### config.mk
export PLATFORM = sky130hd
export DESIGN_NAME = ssf_spi_slave
export DESIGN_NICKNAME = d
export VERILOG_FILES = /design/src/rtl/ssf_pkg.sv /design/src/rtl/ssf_spi_slave.sv
export SDC_FILE = /design/constraint.sdc
export NUM_CORES = 1
export LEC_CHECK = 0
export ABC_AREA = 1
export BUFFER_PORTS_ARGS = -buffer_cell sky130_fd_sc_hd__buf_4
export CORE_ASPECT_RATIO = 1.4
export CORE_MARGIN = 4
export CORE_UTILIZATION = 35
export CTS_BUF_LIST = sky130_fd_sc_hd__clkbuf_16
export DETAILED_ROUTE_END_ITERATION = 12
export GPL_ROUTABILITY_DRIVEN = 0
export SLEW_MARGIN = 20
export SYNTH_ARGS = -nofsm -noshare
export SYNTH_HDL_FRONTEND = slang
export SYNTH_SLANG_ARGS = --single-unit
### constraint.sdc
create_clock -name clock_i -period 3.4 [get_ports clock_i]
set_clock_uncertainty 0.15 [all_clocks]
set_input_delay 0.51 -clock clock_i [delete_from_list [all_inputs] [get_ports clock_i]]
set_output_delay 0.51 -clock clock_i [all_outputs]
set_load 0.005 [all_outputs]
### src/rtl/ssf_pkg.sv
// constants, types and decoding for the spi slave command front end
package ssf_pkg;

  // instruction byte layout and frame bit positions
  localparam logic [1:0] CHIP_ADDR    = 2'h0;
  localparam logic [4:0] VERIFY_PAT   = 5'h15;
  localparam logic [4:0] ADDR_LAST    = 5'h01;
  localparam logic [4:0] VERIFY_FIRST = 5'h02;
  localparam logic [4:0] CODE_LAST    = 5'h06;
  localparam logic [4:0] PAR_BIT      = 5'h07;
  localparam logic [4:0] DATA_FIRST   = 5'h08;
  localparam logic [4:0] FRAME_BITS   = 5'h10;
  localparam logic [4:0] CNT_MAX      = 5'h1f;
  localparam logic [3:0] FRAME_TOP    = 4'hf;

  // instruction code ranges
  localparam logic [4:0] RD_LAST   = 5'h0f;
  localparam logic [4:0] WR_FIRST  = 5'h11;
  localparam logic [4:0] WR_LAST   = 5'h17;
  localparam logic [4:0] CODE_CLR  = 5'h18;

  // fill bytes sent after the verification byte
  localparam logic [7:0] DATA_INVALID = 8'hff;
  localparam logic [7:0] DATA_ZERO    = 8'h00;

  typedef enum logic [2:0] {
    ST_IDLE   = 3'b000,
    ST_ADDR   = 3'b001,
    ST_CODE   = 3'b010,
    ST_DATA   = 3'b011,
    ST_IGNORE = 3'b100
  } ssf_state_e;

  typedef enum logic [1:0] {
    KIND_NONE  = 2'b00,
    KIND_READ  = 2'b01,
    KIND_WRITE = 2'b10,
    KIND_CLEAR = 2'b11
  } ssf_kind_e;

  typedef struct packed {
    logic [4:0] code;
    logic [7:0] data;
  } ssf_wr_s;

  // classify an instruction code; unused codes give none
  function automatic ssf_kind_e code_kind(input logic [4:0] c);
    if (c <= RD_LAST) begin
      return KIND_READ;
    end else if (c >= WR_FIRST && c <= WR_LAST) begin
      return KIND_WRITE;
    end else if (c == CODE_CLR) begin
      return KIND_CLEAR;
    end
    return KIND_NONE;
  endfunction

endpackage

### src/rtl/ssf_spi_slave.sv
// spi slave front end: instruction decode, verification byte, frame checks
`timescale 1ns/1ps

// Behaviour
// - slave only; master owns the serial clock, at most 5 MBaud
// - answer only with select low and chip address bits zero, zero
// - serial output high impedance within two clock cycles of select going high
// - instruction first, then data byte msb first either way
// - instruction: address bits 7..6, code 5..1, parity bit 0
// - select high returns the logic to waiting for an instruction
// - serial output high impedance while reset is low
// - supply monitor has no influence on the serial logic
// - verification byte goes out while the instruction comes in
// - verification byte: z, z, 1, 0, 1, 0, 1, error flag
// - serial input ignored after the instruction of a read
// - write or clear diagnostics: output low after verification byte
// - bits beyond the sixteenth of a frame are discarded
// - unused code or unfinished previous processing makes it invalid
// - falling edge count not 16 flags error, blocks write and clear
// - clock high at select release blocks a write
// - invalid instruction: no register change, send ff after verification
// - valid read code returns the register even with bad parity
// - valid write code sends 00; registers change only with good parity
// - error flag set after invalid access, held until sent, resets 0
// - output high impedance during the two address bits
// - shared select with 32-bit frames never activates this device
// - clear diagnostics code 11000 resets all five diagnostic registers
module ssf_spi_slave
  import ssf_pkg::*;
(
  input  wire logic       clock_i,
  input  wire logic       rst_b_i,
  input  wire logic       sck_i,
  input  wire logic       ss_b_i,
  input  wire logic       si_i,
  input  wire logic       busy_i,
  input  wire logic [7:0] rd_data_i,
  output logic            so_o,
  output logic            so_oe_b_o,
  output logic [4:0]      rd_code_o,
  output logic            wr_stb_o,
  output ssf_wr_s         wr_o,
  output logic            diag_clr_o,
  output logic            prev_xfer_error_flag_o
);

  // pin synchronisers and edge history
  logic       sck_m_ff;
  logic       sck_q_ff;
  logic       sck_d_ff;
  logic       ss_m_ff;
  logic       ss_q_ff;
  logic       ss_d_ff;
  logic       si_m_ff;
  logic       si_q_ff;

  // frame state
  ssf_state_e state_ff;
  ssf_kind_e  kind_ff;
  logic [4:0] bit_cnt_ff;
  logic [15:0] rx_ff;
  logic [4:0] code_ff;
  logic       busy_cap_ff;
  logic       par_ok_ff;
  logic       ld_pend_ff;
  logic [7:0] data_out_ff;
  logic       err_cap_ff;
  logic       err_ff;
  logic       so_ff;
  logic       oe_b_ff;

  logic       sck_fall;
  logic       sck_rise;
  logic       ss_rise;
  logic       selected;
  logic       count_ok;
  logic       code_ok;
  logic       frame_bad;
  logic       apply_ok;
  logic [4:0] nxt_code;
  logic [15:0] tx_word;

  // two flops on every pin; only the second flop feeds logic; the serial
  // clock must stay below an eighth of the system clock
  always_ff @(posedge clock_i) begin
    if (!rst_b_i) begin
      sck_m_ff <= 1'b0;
      sck_q_ff <= 1'b0;
      ss_m_ff  <= 1'b1;
      ss_q_ff  <= 1'b1;
      si_m_ff  <= 1'b0;
      si_q_ff  <= 1'b0;
    end else begin
      sck_m_ff <= sck_i;
      sck_q_ff <= sck_m_ff;
      ss_m_ff  <= ss_b_i;
      ss_q_ff  <= ss_m_ff;
      si_m_ff  <= si_i;
      si_q_ff  <= si_m_ff;
    end
  end

  // previous samples for edge finding
  always_ff @(posedge clock_i) begin
    if (!rst_b_i) begin
      sck_d_ff <= 1'b0;
      ss_d_ff  <= 1'b1;
    end else begin
      sck_d_ff <= sck_q_ff;
      ss_d_ff  <= ss_q_ff;
    end
  end

  // edges only count while selected; input is sampled on the fall
  // a clock left running between frames is masked by the select gate
  assign sck_fall = sck_d_ff & ~sck_q_ff & ~ss_q_ff;
  assign sck_rise = ~sck_d_ff & sck_q_ff & ~ss_q_ff;
  assign ss_rise  = ~ss_d_ff & ss_q_ff;
  assign selected = (state_ff == ST_CODE) || (state_ff == ST_DATA);
  assign nxt_code = {rx_ff[3:0], si_q_ff};

  // frame checks judged at the release of select
  assign count_ok  = (bit_cnt_ff == FRAME_BITS);
  assign code_ok   = (kind_ff != KIND_NONE) && !busy_cap_ff;
  assign frame_bad = !code_ok || !count_ok || !par_ok_ff;
  assign apply_ok  = ss_rise && selected && !frame_bad;

  // falling edge counter, saturates so long frames stay long
  // a started 17th bit never falls while selected, so it is judged by level
  always_ff @(posedge clock_i) begin
    if (!rst_b_i || ss_q_ff) begin
      bit_cnt_ff <= 5'h00;
    end else if (sck_fall && bit_cnt_ff != CNT_MAX) begin
      bit_cnt_ff <= bit_cnt_ff + 5'h01;
    end
  end

  // receive shifter; stops after sixteen bits
  always_ff @(posedge clock_i) begin
    if (!rst_b_i || ss_q_ff) begin
      rx_ff <= 16'h0000;
    end else if (sck_fall && bit_cnt_ff < FRAME_BITS) begin
      rx_ff <= {rx_ff[14:0], si_q_ff};
    end
  end

  // frame sequencer; 32-bit frames of other chips stay ignored since
  // the address is only taken from the first two bits
  always_ff @(posedge clock_i) begin
    if (!rst_b_i || ss_q_ff) begin
      state_ff <= ST_IDLE;
    end else begin
      unique case (state_ff)
        ST_IDLE: begin
          state_ff <= ST_ADDR;
        end
        ST_ADDR: begin
          if (sck_fall && bit_cnt_ff == ADDR_LAST) begin
            if ({rx_ff[0], si_q_ff} == CHIP_ADDR) begin
              state_ff <= ST_CODE;
            end else begin
              state_ff <= ST_IGNORE;
            end
          end
        end
        ST_CODE: begin
          if (sck_fall && bit_cnt_ff == PAR_BIT) begin
            state_ff <= ST_DATA;
          end
        end
        ST_DATA: begin
          state_ff <= ST_DATA;
        end
        ST_IGNORE: begin
          state_ff <= ST_IGNORE;
        end
        default: begin
          state_ff <= ST_IDLE;
        end
      endcase
    end
  end

  // code decode after the seventh bit; busy is frozen at that moment
  always_ff @(posedge clock_i) begin
    if (!rst_b_i || ss_q_ff) begin
      kind_ff     <= KIND_NONE;
      code_ff     <= 5'h00;
      busy_cap_ff <= 1'b0;
      ld_pend_ff  <= 1'b0;
    end else if (state_ff == ST_CODE && sck_fall && bit_cnt_ff == CODE_LAST) begin
      kind_ff     <= code_kind(nxt_code);
      code_ff     <= nxt_code;
      busy_cap_ff <= busy_i;
      ld_pend_ff  <= 1'b1;
    end else begin
      ld_pend_ff  <= 1'b0;
    end
  end

  // parity taken on the eighth bit
  always_ff @(posedge clock_i) begin
    if (!rst_b_i || ss_q_ff) begin
      par_ok_ff <= 1'b0;
    end else if (state_ff == ST_CODE && sck_fall && bit_cnt_ff == PAR_BIT) begin
      par_ok_ff <= ((^code_ff) == si_q_ff);
    end
  end

  // byte sent after verification; read data waits one cycle for the bank
  // busy or unused codes answer ff even when the code is a read
  always_ff @(posedge clock_i) begin
    if (!rst_b_i || ss_q_ff) begin
      data_out_ff <= DATA_INVALID;
    end else if (ld_pend_ff) begin
      if (!code_ok) begin
        data_out_ff <= DATA_INVALID;
      end else if (kind_ff == KIND_READ) begin
        data_out_ff <= rd_data_i;
      end else begin
        data_out_ff <= DATA_ZERO;
      end
    end
  end

  // error flag: set at release of a bad frame, cleared once sent;
  // the set wins if both land together
  always_ff @(posedge clock_i) begin
    if (!rst_b_i) begin
      err_ff <= 1'b0;
    end else if (ss_rise && selected && frame_bad) begin
      err_ff <= 1'b1;
    end else if (state_ff == ST_CODE && sck_fall && bit_cnt_ff == PAR_BIT) begin
      err_ff <= 1'b0;
    end
  end

  // copy of the flag frozen for the frame being sent
  always_ff @(posedge clock_i) begin
    if (!rst_b_i) begin
      err_cap_ff <= 1'b0;
    end else if (state_ff == ST_IDLE) begin
      err_cap_ff <= err_ff;
    end
  end

  // whole outgoing frame, msb first; top two cells never driven
  assign tx_word = {2'b00, VERIFY_PAT, err_cap_ff, data_out_ff};

  // output changes on rising edges, only once the address matched
  always_ff @(posedge clock_i) begin
    if (!rst_b_i || ss_q_ff) begin
      so_ff   <= 1'b0;
      oe_b_ff <= 1'b1;
    end else if (sck_rise && selected && bit_cnt_ff < FRAME_BITS) begin
      so_ff   <= tx_word[FRAME_TOP - bit_cnt_ff[3:0]];
      oe_b_ff <= 1'b0;
    end
  end

  // enable depends on reset, select and frame only
  // the select synchroniser keeps the output driven up to two cycles
  assign so_o      = so_ff;
  assign so_oe_b_o = oe_b_ff | ss_q_ff | ~rst_b_i;

  // register bank strobes at the release of a clean frame; a 17th
  // started bit shows as clock still high and blocks writes only
  always_ff @(posedge clock_i) begin
    if (!rst_b_i) begin
      wr_stb_o   <= 1'b0;
      diag_clr_o <= 1'b0;
      wr_o       <= '0;
    end else begin
      wr_stb_o   <= apply_ok && kind_ff == KIND_WRITE && !sck_q_ff;
      diag_clr_o <= apply_ok && kind_ff == KIND_CLEAR;
      if (apply_ok) begin
        wr_o <= '{code: code_ff, data: rx_ff[7:0]};
      end
    end
  end

  // read select held in a flop for the register bank
  assign rd_code_o              = code_ff;
  assign prev_xfer_error_flag_o = err_ff;
endmodule

==> flow_results.org, run 1 <==
** Clock network
- The number of setup buffers added after CTS is 0.
- The root buffer cell chosen for the clock tree is clkbuf_16.
- H-tree level count :: 3
- The number of hold buffers added after CTS was 0.
- Maximum clock insertion buffer count :: 2
- Post-CTS resize count :: 0
- Clock net sink count :: 61
- The clock reaches the later pin of the worst-skew pair after 0.32 ns.
- TritonCTS built the clock tree.
- Buffers inserted during clock tree synthesis total 9.
- After clock tree synthesis, the clock-pin slew on the worst setup and hold paths is 0.05 ns.

** Power and ir drop
- Part of the power in the clock network :: 0.525
- The share of total power dissipated in sequential elements is 0.454.
- Share of total power in combinational logic :: 0.021
- Leakage :: 0.00147 uW
- Dividing total power by cell area gives a power density of 489 nW/um^2.
- IR analysis of the VDD net gives a maximum drop of 305 uV.
- Summed over all nets, the switching power comes to 310 uW.
- Of the total power, the share spent switching nets is 0.195.
- Internal power comes to 1280 uW.

** Worst setup path
- Arrival time at the worst endpoint :: 2.18 ns
- CP Launch Type :: register
- Setup crit end kind :: register
- Data on the critical path is required at its endpoint by 3.46 ns.
- WS Path Type :: register to register
- Maximum fanout count along the critical path :: 13

** Drt
- Vias after detailed routing :: 2349
- Using the TritonRoute via totals, the vias-per-cell ratio works out to 4.70.
- For this block, the routed nets add up to 6000 um of wire.
- After detailed routing, the average wire length per cell comes to 12.0 um.
- For this run, design rule violations remaining after detail routing come to 0.
- Antenna violation net count after detailed routing :: 0
- Violation count after the first detailed-route iteration :: 132
- The first detailed-routing pass took 4 iterations.

** Place
- After legalization and detailed placement, the total HPWL measured 4440 um.
- Worst setup slack before clock tree synthesis :: 1.27 ns
- Port Buf Inserts :: 36

** Yosys
- Of all flip-flops after synthesis, the portion carrying an async set or reset was 0.
- The share of the Yosys chip area taken by registers is 0.456.
- Counting flops and latches in the post-synthesis netlist gives 61.
- The number of nets handed over by synthesis was 382.
- The most used flip-flop cell after synthesis is dfxtp_1.
- After synthesis, the mean cell area works out to 7.35 sq um.
- EDFF count, synth :: 0
- Unique masters post-synth :: 31
- Number of standard cells after synthesis :: 364
- After synthesis the cells add up to 2680 sq um.
- Yosys printed 0 warnings.

** Floorplanning
- Std-Cell Rows :: 37
- The region available for standard cell placement spans 7410 sq um.
- The die covers 9130 sq um.
- I/O pin total :: 37
- Starting utilization of the core area :: 0.361
- Die span in y :: 111 um
- In this run the horizontal extent of the chip is 81.9 um.

** Global route
- Final global-route overflow total :: 0
- Across every metal layer, demand over resource in global routing totals 0.146.
- The initial antenna violation count was 0.
- Via count of the first global-routing pass :: 2254
- Maximum number of pins on one net before global-route repair :: 30
- Global-route wire length before repair :: 10300 um

** Finish
- Leaving out fill and tap cells, the most frequent cell in the layout is nand2_1.
- Final-layout fill cell count :: 764
- Commonest non-fill, non-tap cells in the layout :: nand2_1, dfxtp_1, inv_1
- Compared with the post-synthesis result, the final layout area differs by 21.9%.
- Number of antenna repair diodes :: 0
- At the end of the flow, the number of nets in the layout was 419.
- Layout cell share with drive strength beyond 1 :: 0.169

** STA
- Setup violations remaining at the end of the flow were counted as 0.
- Relative slew slack :: 0.560
- After layout, the worst setup slack is 1.28 ns.
- The clock period could shrink to 2.12 ns.
- Maximum frequency from static timing analysis :: 472 MHz
- The number of failing hold endpoints at the final stage came to 0.
- Dividing the final minimum period by the clock period gives 0.623.
- Setup total negative slack on the finished layout was measured at 0 ns.
- Setup repair after global routing left no endpoint under its margin.
- Max-slew violation count :: 0
- Slew of the pin with the lowest slew margin :: 0.658 ns

** Job
- The tool flagged a number of max-cap violations equal to 0.

** Worst hold path
- Worst min path class :: input pin to register

** Run status
- Status :: finished clean
## power groups by stage
stage                     logic [uW]  registers, uW  clock network, uW
after CTS                       34.9            723                867
after detailed placement        34.8            738                  0
after floorplan                 18.5            737                  0
after global routing            39.0            723                893
final                           34.2            724                836
after global placement          34.0            738                  0
## cell families after synthesis
group | Yosys count | synth area share
fa+ha+maj | 4 | 0.0187
flops | 61 | 0.456
simple gates | 166 | 0.283
buf+inv | 65 | 0.107
compound gates | 68 | 0.135
## metrics by stage
stage	power, uW	utilization	area (sq um)	instances	hold WS (ns)
after floorplan	756	-	2680	364	0.240
after global placement	772	0.404	2990	487	0.244
after detailed placement	773	0.404	2990	487	0.255
after CTS	1630	0.440	3260	500	0.212
after global routing	1650	0.440	3260	500	0.231
final	1590	0.440	3260	500	0.223
## layer usage
layer  share of wire  vias up  global-route usage  routed length [um]
met1            0.44     1059               0.173                2650
li1                -     1243                   -                   -
met2            0.50       37               0.238                3000
met4           0.020        0              0.0621                 123
met3           0.038       10              0.0445                 226
met5               0        -                   0                   0
## critical path, stage by stage (launching register included)
cell and delay, ns:
dfxtp_1 0.34, inv_2 0.09, nand3_1 0.12, nor2_1 0.47, nand2_1 0.40, inv_1 0.21, nand2_1 0.09, nor2_1 0.10
nor2_1 0.05
## layout make-up
type / instances / area [sq um] / share of cell area
clock buffer: 9 / 225 / 0.0690
timing repair buffer: 37 / 278 / 0.0852
multi-input combinational: 238 / 1170 / 0.359
tap: 97 / 121 / 0.0372
clock inverter: 4 / 43.8 / 0.0134
sequential: 61 / 1220 / 0.374
inverter: 54 / 203 / 0.0621
## sequential cells by signal, summed over array words and instances, names as in the netlist, 2 cells and up
| register | cells |
|---|---|
| state_ff | 3 |
| rd_code_o | 5 |
| rx_ff | 8 |
| kind_ff | 2 |
| data_out_ff | 8 |
| wr_o | 13 |
| bit_cnt_ff | 5 |
## path summary, 6_finish.rpt
path                           start                       to  slack (ns)  cells after the start
setup / recovery  ss_q_ff$_SDFF_PN1_  kind_ff[0]$_SDFFE_PP0P_        1.28                      8
hold / removal                  si_i       si_m_ff$_SDFF_PN0_        0.22                      3
setup reg to reg  ss_q_ff$_SDFF_PN1_  kind_ff[0]$_SDFFE_PP0P_        1.28                      8
hold reg to reg   ss_m_ff$_SDFF_PN1_       ss_q_ff$_SDFF_PN1_        0.26                      1
## cell usage after synthesis, types with 2 or more instances
master / instances / area (sq um)
buf_6: 4 / 45.0
buf_4: 2 / 15.0
nand2_1: 80 / 300
nand4_1: 2 / 12.5
nor2_4: 2 / 22.5
clkbuf_1: 2 / 7.51
ha_1: 4 / 50.1
a21oi_1: 35 / 175
nand3_1: 36 / 180
o22ai_1: 9 / 56.3
nor2_1: 31 / 116
inv_2: 5 / 18.8
dfxtp_1: 61 / 1220
buf_2: 2 / 10.0
nor3_1: 4 / 20.0
o21ai_0: 20 / 100
or2_2: 4 / 25.0
inv_1: 48 / 180
Note: power is estimated with default switching activity, not from simulation.
==> run 2: changes to the inputs <==
- clock period: 3.4 -> 1.8 ns (I/O delays scaled with it)
==> flow_results.org, run 2 (synthesis results as in run 1) <==
** Run status
- Status :: finished clean

** Power and ir drop
- The switching part of the total power came to 0.214 (+0.0192).
- The power density relative to cell area was 869 nW/um^2 (+78%).
- The leakage power was 0.00153 uW (+4.3%).
- The power dissipated by switching net loads was 626 uW (+100%).
- Sequential Power Share :: 0.466 (+0.012)
- IR Drop Worst-Case VDD :: 680 uV (+120%)
- The combinational group share of total power came to 0.026 (+0.005).
- Part of the power in the clock network :: 0.508 (-0.017)
- The internal power is 2300 uW (+79%).

** Worst setup path
- Setup crit end kind :: output pin
- Worst Path Required :: 1.38 ns (-2.08 ns)
- Maximum fanout count along the critical path :: 9 (-4)
- Arrival time at the worst endpoint :: 1.32 ns (-0.86 ns)
- By startpoint and endpoint, the worst setup path is classified as register to output pin.
- CP Launch Type :: register

** Drt
- Average vias per placed instance :: 4.73 (+0.66%)
- Met3 Wirelength :: 272 um (+20%)
- The DRC violations left was 0 (unchanged).
- The number of nets with antenna violations after detailed routing was 0 (unchanged).
- Routed length on met2 :: 3370 um (+12%)
- The routed wirelength normalized by instance count was 12.3 um (+2.2%).
- The sum of routed wire length over all layers came to 6340 um (+5.7%).
- Violation count after the first detailed-route iteration :: 104 (-21%)
- The met1 layer wirelength in the final routing came to 2590 um (-2.2%).
- After detailed routing, no signal wire sits above met4.
- Vias after detailed routing :: 2445 (+4.1%)
- First-pass iteration count of the detailed router :: 4 (unchanged)

** Global route
- The number of global-route vias before repair is 2302 (+2.1%).
- Global-route wire length before repair :: 10700 um (+4.2%)
- Initial antenna violation count :: 0 (unchanged)
- Overall global routing resource usage :: 0.151 (+0.00546)
- Final global-route overflow total :: 0 (unchanged)
- Maximum number of pins on one net before global-route repair :: 30 (unchanged)

** Floorplanning
- Placeable core region :: 7410 sq um (unchanged)
- The boundary pin count is 37 (unchanged).
- Std-Cell Rows :: 37 (unchanged)
- Starting utilization of the core area :: 0.361 (unchanged)
- The die extent in x was 81.9 um (unchanged).
- Die Footprint :: 9130 sq um (unchanged)
- The vertical die dimension is 111 um (unchanged).

** Finish
- Number of antenna repair diodes :: 0 (unchanged)
- The number of non-filler instances in the completed layout was 517 (+3.4%).
- The area growth from synthesis to layout is 25.9%.
- The library cell used most frequently in the layout, excluding fill and tap cells, is nand2_1.
- The end-of-flow core utilization is 0.455 (+0.0145).
- Largest registers in the final layout :: wr_o (13), data_out_ff (8), rx_ff (8)
- Commonest non-fill, non-tap cells in the layout :: nand2_1, dfxtp_1, inv_1
- The number of nets in the layout came to 433 (+3.3%).
- Post-route cell area :: 3370 sq um (+3.3%)
- Layout cell share with drive strength beyond 1 :: 0.195 (+0.0265)
- The register with the most flip-flops in the final layout is wr_o.
- Largest register FFs :: 13 (unchanged)

** Place
- Port Buf Inserts :: 36 (unchanged)
- DPL Wire Length :: 4660 um (+4.9%)
- The cell count after placement was 497 (+2.1%).
- Total placed instance area :: 3070 sq um (+2.5%)
- Worst setup slack before clock tree synthesis :: 0.125 ns (-1.14 ns)

** STA
- The final total negative setup slack is 0 ns (unchanged).
- Slew of the pin with the lowest slew margin :: 0.450 ns (-0.207 ns)
- Maximum frequency from static timing analysis :: 576 MHz
- Number of endpoints failing setup at the final stage :: 0 (unchanged)
- The number of failing hold endpoints at the final stage came to 0 (unchanged).
- Min Clock Period, post-route :: 1.74 ns
- Unrepaired setup endpoints after global routing :: false
- The setup slack of the critical path after layout is 0.0643 ns (-1.22 ns).
- Dividing the final minimum period by the clock period gives 0.964.
- The final number of max-transition violations came to 0 (unchanged).
- The normalized max-slew margin is 0.699 (+0.139).

** Clock network
- TritonCTS clock tree :: yes
- The number of sinks handled by clock tree synthesis came to 61 (unchanged).
- The number of buffers created by CTS came to 9 (unchanged).
- The deepest clock path buffer count is 2 (unchanged).
- Clock-pin transition on the worst setup and hold timing paths :: 0.05 ns (about the same)
- In this run the clock root is driven by a clkbuf_16.
- The insertion delay to the later sink of the worst-skew pair is 0.32 ns (about the same).
- The number of levels in the clock H-tree was 3 (unchanged).

** Job
- Number of max-capacitance violations reported :: 0 (unchanged)

** Worst hold path
- Worst min path class :: input pin to register
run 2: cell count changes in the layout (fill, tap and decap cells not counted), moves of 2 or more:
cell           before  now
dfxtp_1            61   59
dfxtp_2             0    2
clkinv_1            1    3
dlygate4sd3_1       0    3
buf_4              37   48
run 2: repair_timing:
action                                  CTS  global route
gates resized for setup                   0             4
hold buffers                              3             0
endpoints found under the hold margin     3             0
endpoints found under the setup margin    0             8
setup buffers                             0             1
run 2: critical path: stages (launching register included):
cell	delay, ns
dfxtp_2	0.34
nor2_2	0.15
inv_4	0.09
or2_2	0.28
buf_4	0.13
run 2: power by group through the flow:
stage          clock network, uW  logic [uW]  registers, uW
2_1_floorplan                  0        35.0           1390
4_1_cts                     1510        75.0           1370
5_1_grt                     1580        85.5           1370
6_report                    1490        75.2           1370
3_5_place_dp                   0        69.5           1390
3_3_place_gp                   0        68.0           1390
run 2: area by class of cell:
cell class              count  area, sq um
fillers                   793         4040
inverters                  54          205
repair buffers             51          390
clock buffers               9          225
multi-input cells         238         1170
clock inverters             7         33.8
flip-flops and latches     61         1220
well taps                  97          121
run 2: worst paths after layout:
kind,depth (start not counted),slack (ns),startpoint,to
worst max-delay path,4,0.06,ss_q_ff$_SDFF_PN1_,so_oe_b_o
worst max register to register,8,0.13,bit_cnt_ff[0]$_SDFFE_PP0P_,bit_cnt_ff[0]$_SDFFE_PP0P_
worst min-delay path,3,0.06,rst_b_i,si_m_ff$_SDFF_PN0_
worst min register to register,2,0.26,sck_m_ff$_SDFF_PN0_,sck_q_ff$_SDFF_PN0_
run 2: stage by stage:
step	hold WS, ns	power [uW]
6_report	0.0559	2930
4_1_cts	0.0521	2950
3_3_place_gp	0.247	1460
2_1_floorplan	0.213	1430
3_5_place_dp	0.248	1460
5_1_grt	0.0798	3030
run 2: per-layer routing:
layer,vias up,global-route usage
li1,1275,-
met1,1107,0.176
met2,52,0.260
met3,11,0.0364
met4,0,0.0565
met5,-,0
==> run 3: changes to the inputs <==
--- a/config.mk
+++ b/config.mk
@@ -7,3 +7,2 @@
 export LEC_CHECK = 0
-export ABC_AREA = 1
 export BUFFER_PORTS_ARGS = -buffer_cell sky130_fd_sc_hd__buf_4
==> constraint.sdc (replaced) <==
create_clock -name clock_i -period 1.8 [get_ports clock_i]
set_clock_uncertainty 0.15 [all_clocks]
set_input_delay 0.09 -clock clock_i [delete_from_list [all_inputs] [get_ports clock_i]]
set_output_delay 0.09 -clock clock_i [all_outputs]
set_load 0.005 [all_outputs]
==> flow_results.org, run 3 <==
** Place
- DPL Wire Length :: 3990 um (-14%)
- The quantity of I/O buffers inserted on ports is 36 (unchanged).
- Worst setup slack before clock tree synthesis :: -0.0943 ns (-0.220 ns)

** STA
- Setup repair after global routing could not meet its margin everywhere.
- Min Clock Period, post-route :: 1.93 ns (+0.190 ns)
- The final critical-path share of the clock period is 1.07 (+0.106).
- The maximum frequency from static timing analysis was 519 MHz (-9.9%).
- Final setup margin :: -0.126 ns (-0.190 ns)
- The total setup violations reported at the end of the flow was 10 (+10).
- Final setup TNS :: -0.837 ns (-0.837 ns)
- The slew at the pin with the worst max-slew slack came to 0.517 ns (+0.0673 ns).
- Relative slew slack :: 0.654 (-0.0452)
- The number of failing hold endpoints at the final stage is 0 (unchanged).
- Max-slew violation count :: 0 (unchanged)

** Floorplanning
- Die Footprint :: 8590 sq um (-6.0%)
- Starting utilization of the core area :: 0.358 (-0.00289)
- Die span in y :: 108 um (-3.1%)
- The core region area came to 6980 sq um (-5.7%).
- Chip Width :: 79.5 um (-3.0%)
- I/O pin total :: 37 (unchanged)
- The number of placement rows came to 36 (-2.7%).

** Clock network
- The number of levels in the clock H-tree is 3 (unchanged).
- Clock net sink count :: 61 (unchanged)
- Clock tree synthesis selected as its root buffer the cell clkbuf_16.
- The clock transition at the register clock pins on the worst setup and hold paths after CTS was 0.05 ns (about the same).
- TritonCTS clock tree :: yes
- CTS buffer count :: 9 (unchanged)
- The insertion delay to the later sink of the worst-skew pair was 0.32 ns (about the same).
- The deepest clock path buffer count was 2 (unchanged).

** Yosys
- The flip-flop and latch count after synthesis is 61 (unchanged).
- The number of instances in the synthesized netlist is 256 (-30%).
- Most numerous cell in the Yosys netlist :: dfxtp_1
- Average footprint of a synthesized cell :: 9.78 sq um (+33%)
- The sequential fraction of the synthesis area came to 0.488 (+0.0317).
- The number of flops mapped to enable cells by yosys is 0 (unchanged).
- Main flop type after synthesis :: dfxtp_1
- The share of the synthesized area in the top cell type came to 0.488 (+0.0317).
- Top area cells in the synthesized netlist :: dfxtp_1, mux2i_1, nor2b_1
- Of all cell types, the one taking the most synthesized area is dfxtp_1.
- The synthesized netlist net count was 274 (-28%).
- The number of different library cells in the post-synthesis netlist is 41 (+32%).
- Synth async-reset ratio :: 0 (unchanged)
- Mapped Area :: 2500 sq um (-6.5%)
- The total number of yosys warnings was 0 (unchanged).
- List of most frequent post-synthesis cells :: dfxtp_1, nor2_1, nand2_1, mux2i_1, nor2b_1

** Run status
- Status :: complete, but fails checks
- Failing checks :: negative setup slack

** Job
- Number of max-capacitance violations reported :: 0 (unchanged)

** Worst setup path
- In this run the critical register-to-register path is launched from ss_q_ff$_SDFF_PN1_.
- The endpoint required time on the critical path was 1.85 ns (+0.47 ns).
- Reg-to-reg critical path endpoint :: state_ff[0]$_SDFFE_PP0P_
- Maximum fanout count along the critical path :: 3 (-6)
- WS Path Type :: register to register
- CP Launch Type :: register
- The arrival time of the worst setup path was 1.97 ns (+0.65 ns).
- STA classifies the critical path endpoint as a register.
- Register-to-register setup slack :: -0.13 ns (-0.26 ns)
- Length in cells of the worst reg-to-reg path :: 5 (-3)

** Drt
- The routed wirelength normalized by instance count is 14.2 um (+16%).
- Antenna violation net count after detailed routing :: 0 (unchanged)
- The routed via count divided by cell count was 4.83 (+2.2%).
- The DRC marker count from the first detailed-route iteration came to 121 (+16%).
- The total via count in the routed design is 2108 (-14%).
- The DRC violations left came to 0 (unchanged).
- The first-pass detailed-route iteration total is 4 (unchanged).
- Wirelength, routed :: 6200 um (-2.2%)

** Finish
- Layout cell share with drive strength beyond 1 :: 0.317 (+0.121)
- Final-layout fill cell count :: 628 (-21%)
- The flip-flop count of the largest register after layout came to 13 (unchanged).
- The largest registers in the layout are wr_o (13), data_out_ff (8), rx_ff (8).
- Area growth from synthesis to layout :: 47.6%
- Commonest non-fill, non-tap cells in the layout :: dfxtp_1, buf_4, nand2_1, nor2_1, mux2i_1
- Ranked by flip-flop count, first place goes to wr_o.
- Final Core Density :: 0.529 (+0.0743)
- The number of inserted diodes came to 0 (unchanged).
- Final nets :: 355 (-18%)

** Worst hold path
- The path with the worst hold slack has its endpoint at ss_q_ff$_SDFF_PN1_.
- In this run the most critical hold path is launched from ss_m_ff$_SDFF_PN1_.
- Worst min path class :: register to register
- The worst hold path depth was 1 (-2).

** Global route
- Via count of the first global-routing pass :: 2049 (-11%)
- Maximum number of pins on one net before global-route repair :: 28 (-6.7%)
- The overflow left after global routing was 0 (unchanged).
- Overall global routing resource usage :: 0.150 (-0.000576)
- Global-route wire length before repair :: 9890 um (-7.5%)
- The initial antenna violation count was 0 (unchanged).

** Power and ir drop
- IR Drop Worst-Case VDD :: 555 uV (-18%)
- The total power came to 3030 uW (+3.5%).
- Leakage :: 0.00144 uW (-5.7%)
- Power Dens Cells :: 821 nW/um^2 (-5.6%)
-- run 3: final cells by class --
class	instances	area, sq um	share of cell area
repair buffers	81	702	0.190
inverters	7	26.3	0.00711
flip-flops and latches	61	1230	0.334
multi-input cells	177	1340	0.362
clock buffers	10	250	0.0677
well taps	95	119	0.0322
clock inverters	5	27.5	0.00745
-- run 3: how the worst max path moves through the flow --
stage          slack (ns)  depth (start not counted)                          to                       start
3_3_place_gp        -0.08                          5         wr_stb_o$_SDFF_PN0_          ss_q_ff$_SDFF_PN1_
2_1_floorplan       -0.09                          7  bit_cnt_ff[3]$_SDFFE_PP0P_  bit_cnt_ff[0]$_SDFFE_PP0P_
3_5_place_dp        -0.09                          5   rd_code_o[1]$_SDFFE_PP0P_         sck_q_ff$_SDFF_PN0_
6_report            -0.13                          5    state_ff[0]$_SDFFE_PP0P_          ss_q_ff$_SDFF_PN1_
5_1_grt             -0.19                          8   rd_code_o[1]$_SDFFE_PP0P_  bit_cnt_ff[0]$_SDFFE_PP0P_
4_1_cts             -0.08                          5   rd_code_o[1]$_SDFFE_PP0P_         sck_q_ff$_SDFF_PN0_
-- run 3: kinds of logic after synthesis --
logic type      synth area share
simple gates               0.223
flops                      0.488
compound gates            0.0980
mux                        0.106
buf+inv                   0.0330
xor+xnor                  0.0315
fa+ha+maj                 0.0200
-- run 3: where the power goes --
group          switching [uW]  total, uW  internal [uW]
logic                    32.6       91.7           59.1
clock network             587       1580            992
registers                4.74       1360           1360
total                     625       3030           2410
-- run 3: metrics by stage --
stage,instance area (sq um),cells,hold slack [ns]
3_5_place_dp,3060,401,0.133
3_3_place_gp,3060,401,0.130
4_1_cts,3530,432,0.255
5_1_grt,3690,436,0.265
2_1_floorplan,2540,256,0.0130
6_report,3690,436,0.253
-- run 3: repair_timing --
action,in CTS,in global routing
endpoints found under the setup margin,28,32
hold buffers,15,0
gates resized for setup,8,23
setup buffers,1,3
pin swaps,4,11
gates cloned,0,1
endpoints found under the hold margin,27,0
-- run 3: critical path: stages, from the launching register on --
cell       delay (ns)
dfxtp_2          0.31
or4b_4           0.57
buf_4            0.17
or4_4            0.42
o2bb2ai_2        0.13
nor3_1           0.05
-- run 3: metal layers --
| layer | vias to the layer above | GRT usage | routed length [um] |
|---|---|---|---|
| li1 | 1054 | - | - |
| met1 | 1000 | 0.165 | 2520 |
| met2 | 39 | 0.266 | 3270 |
| met3 | 15 | 0.0358 | 208 |
| met4 | 0 | 0.0749 | 198 |
| met5 | - | 0 | 0 |
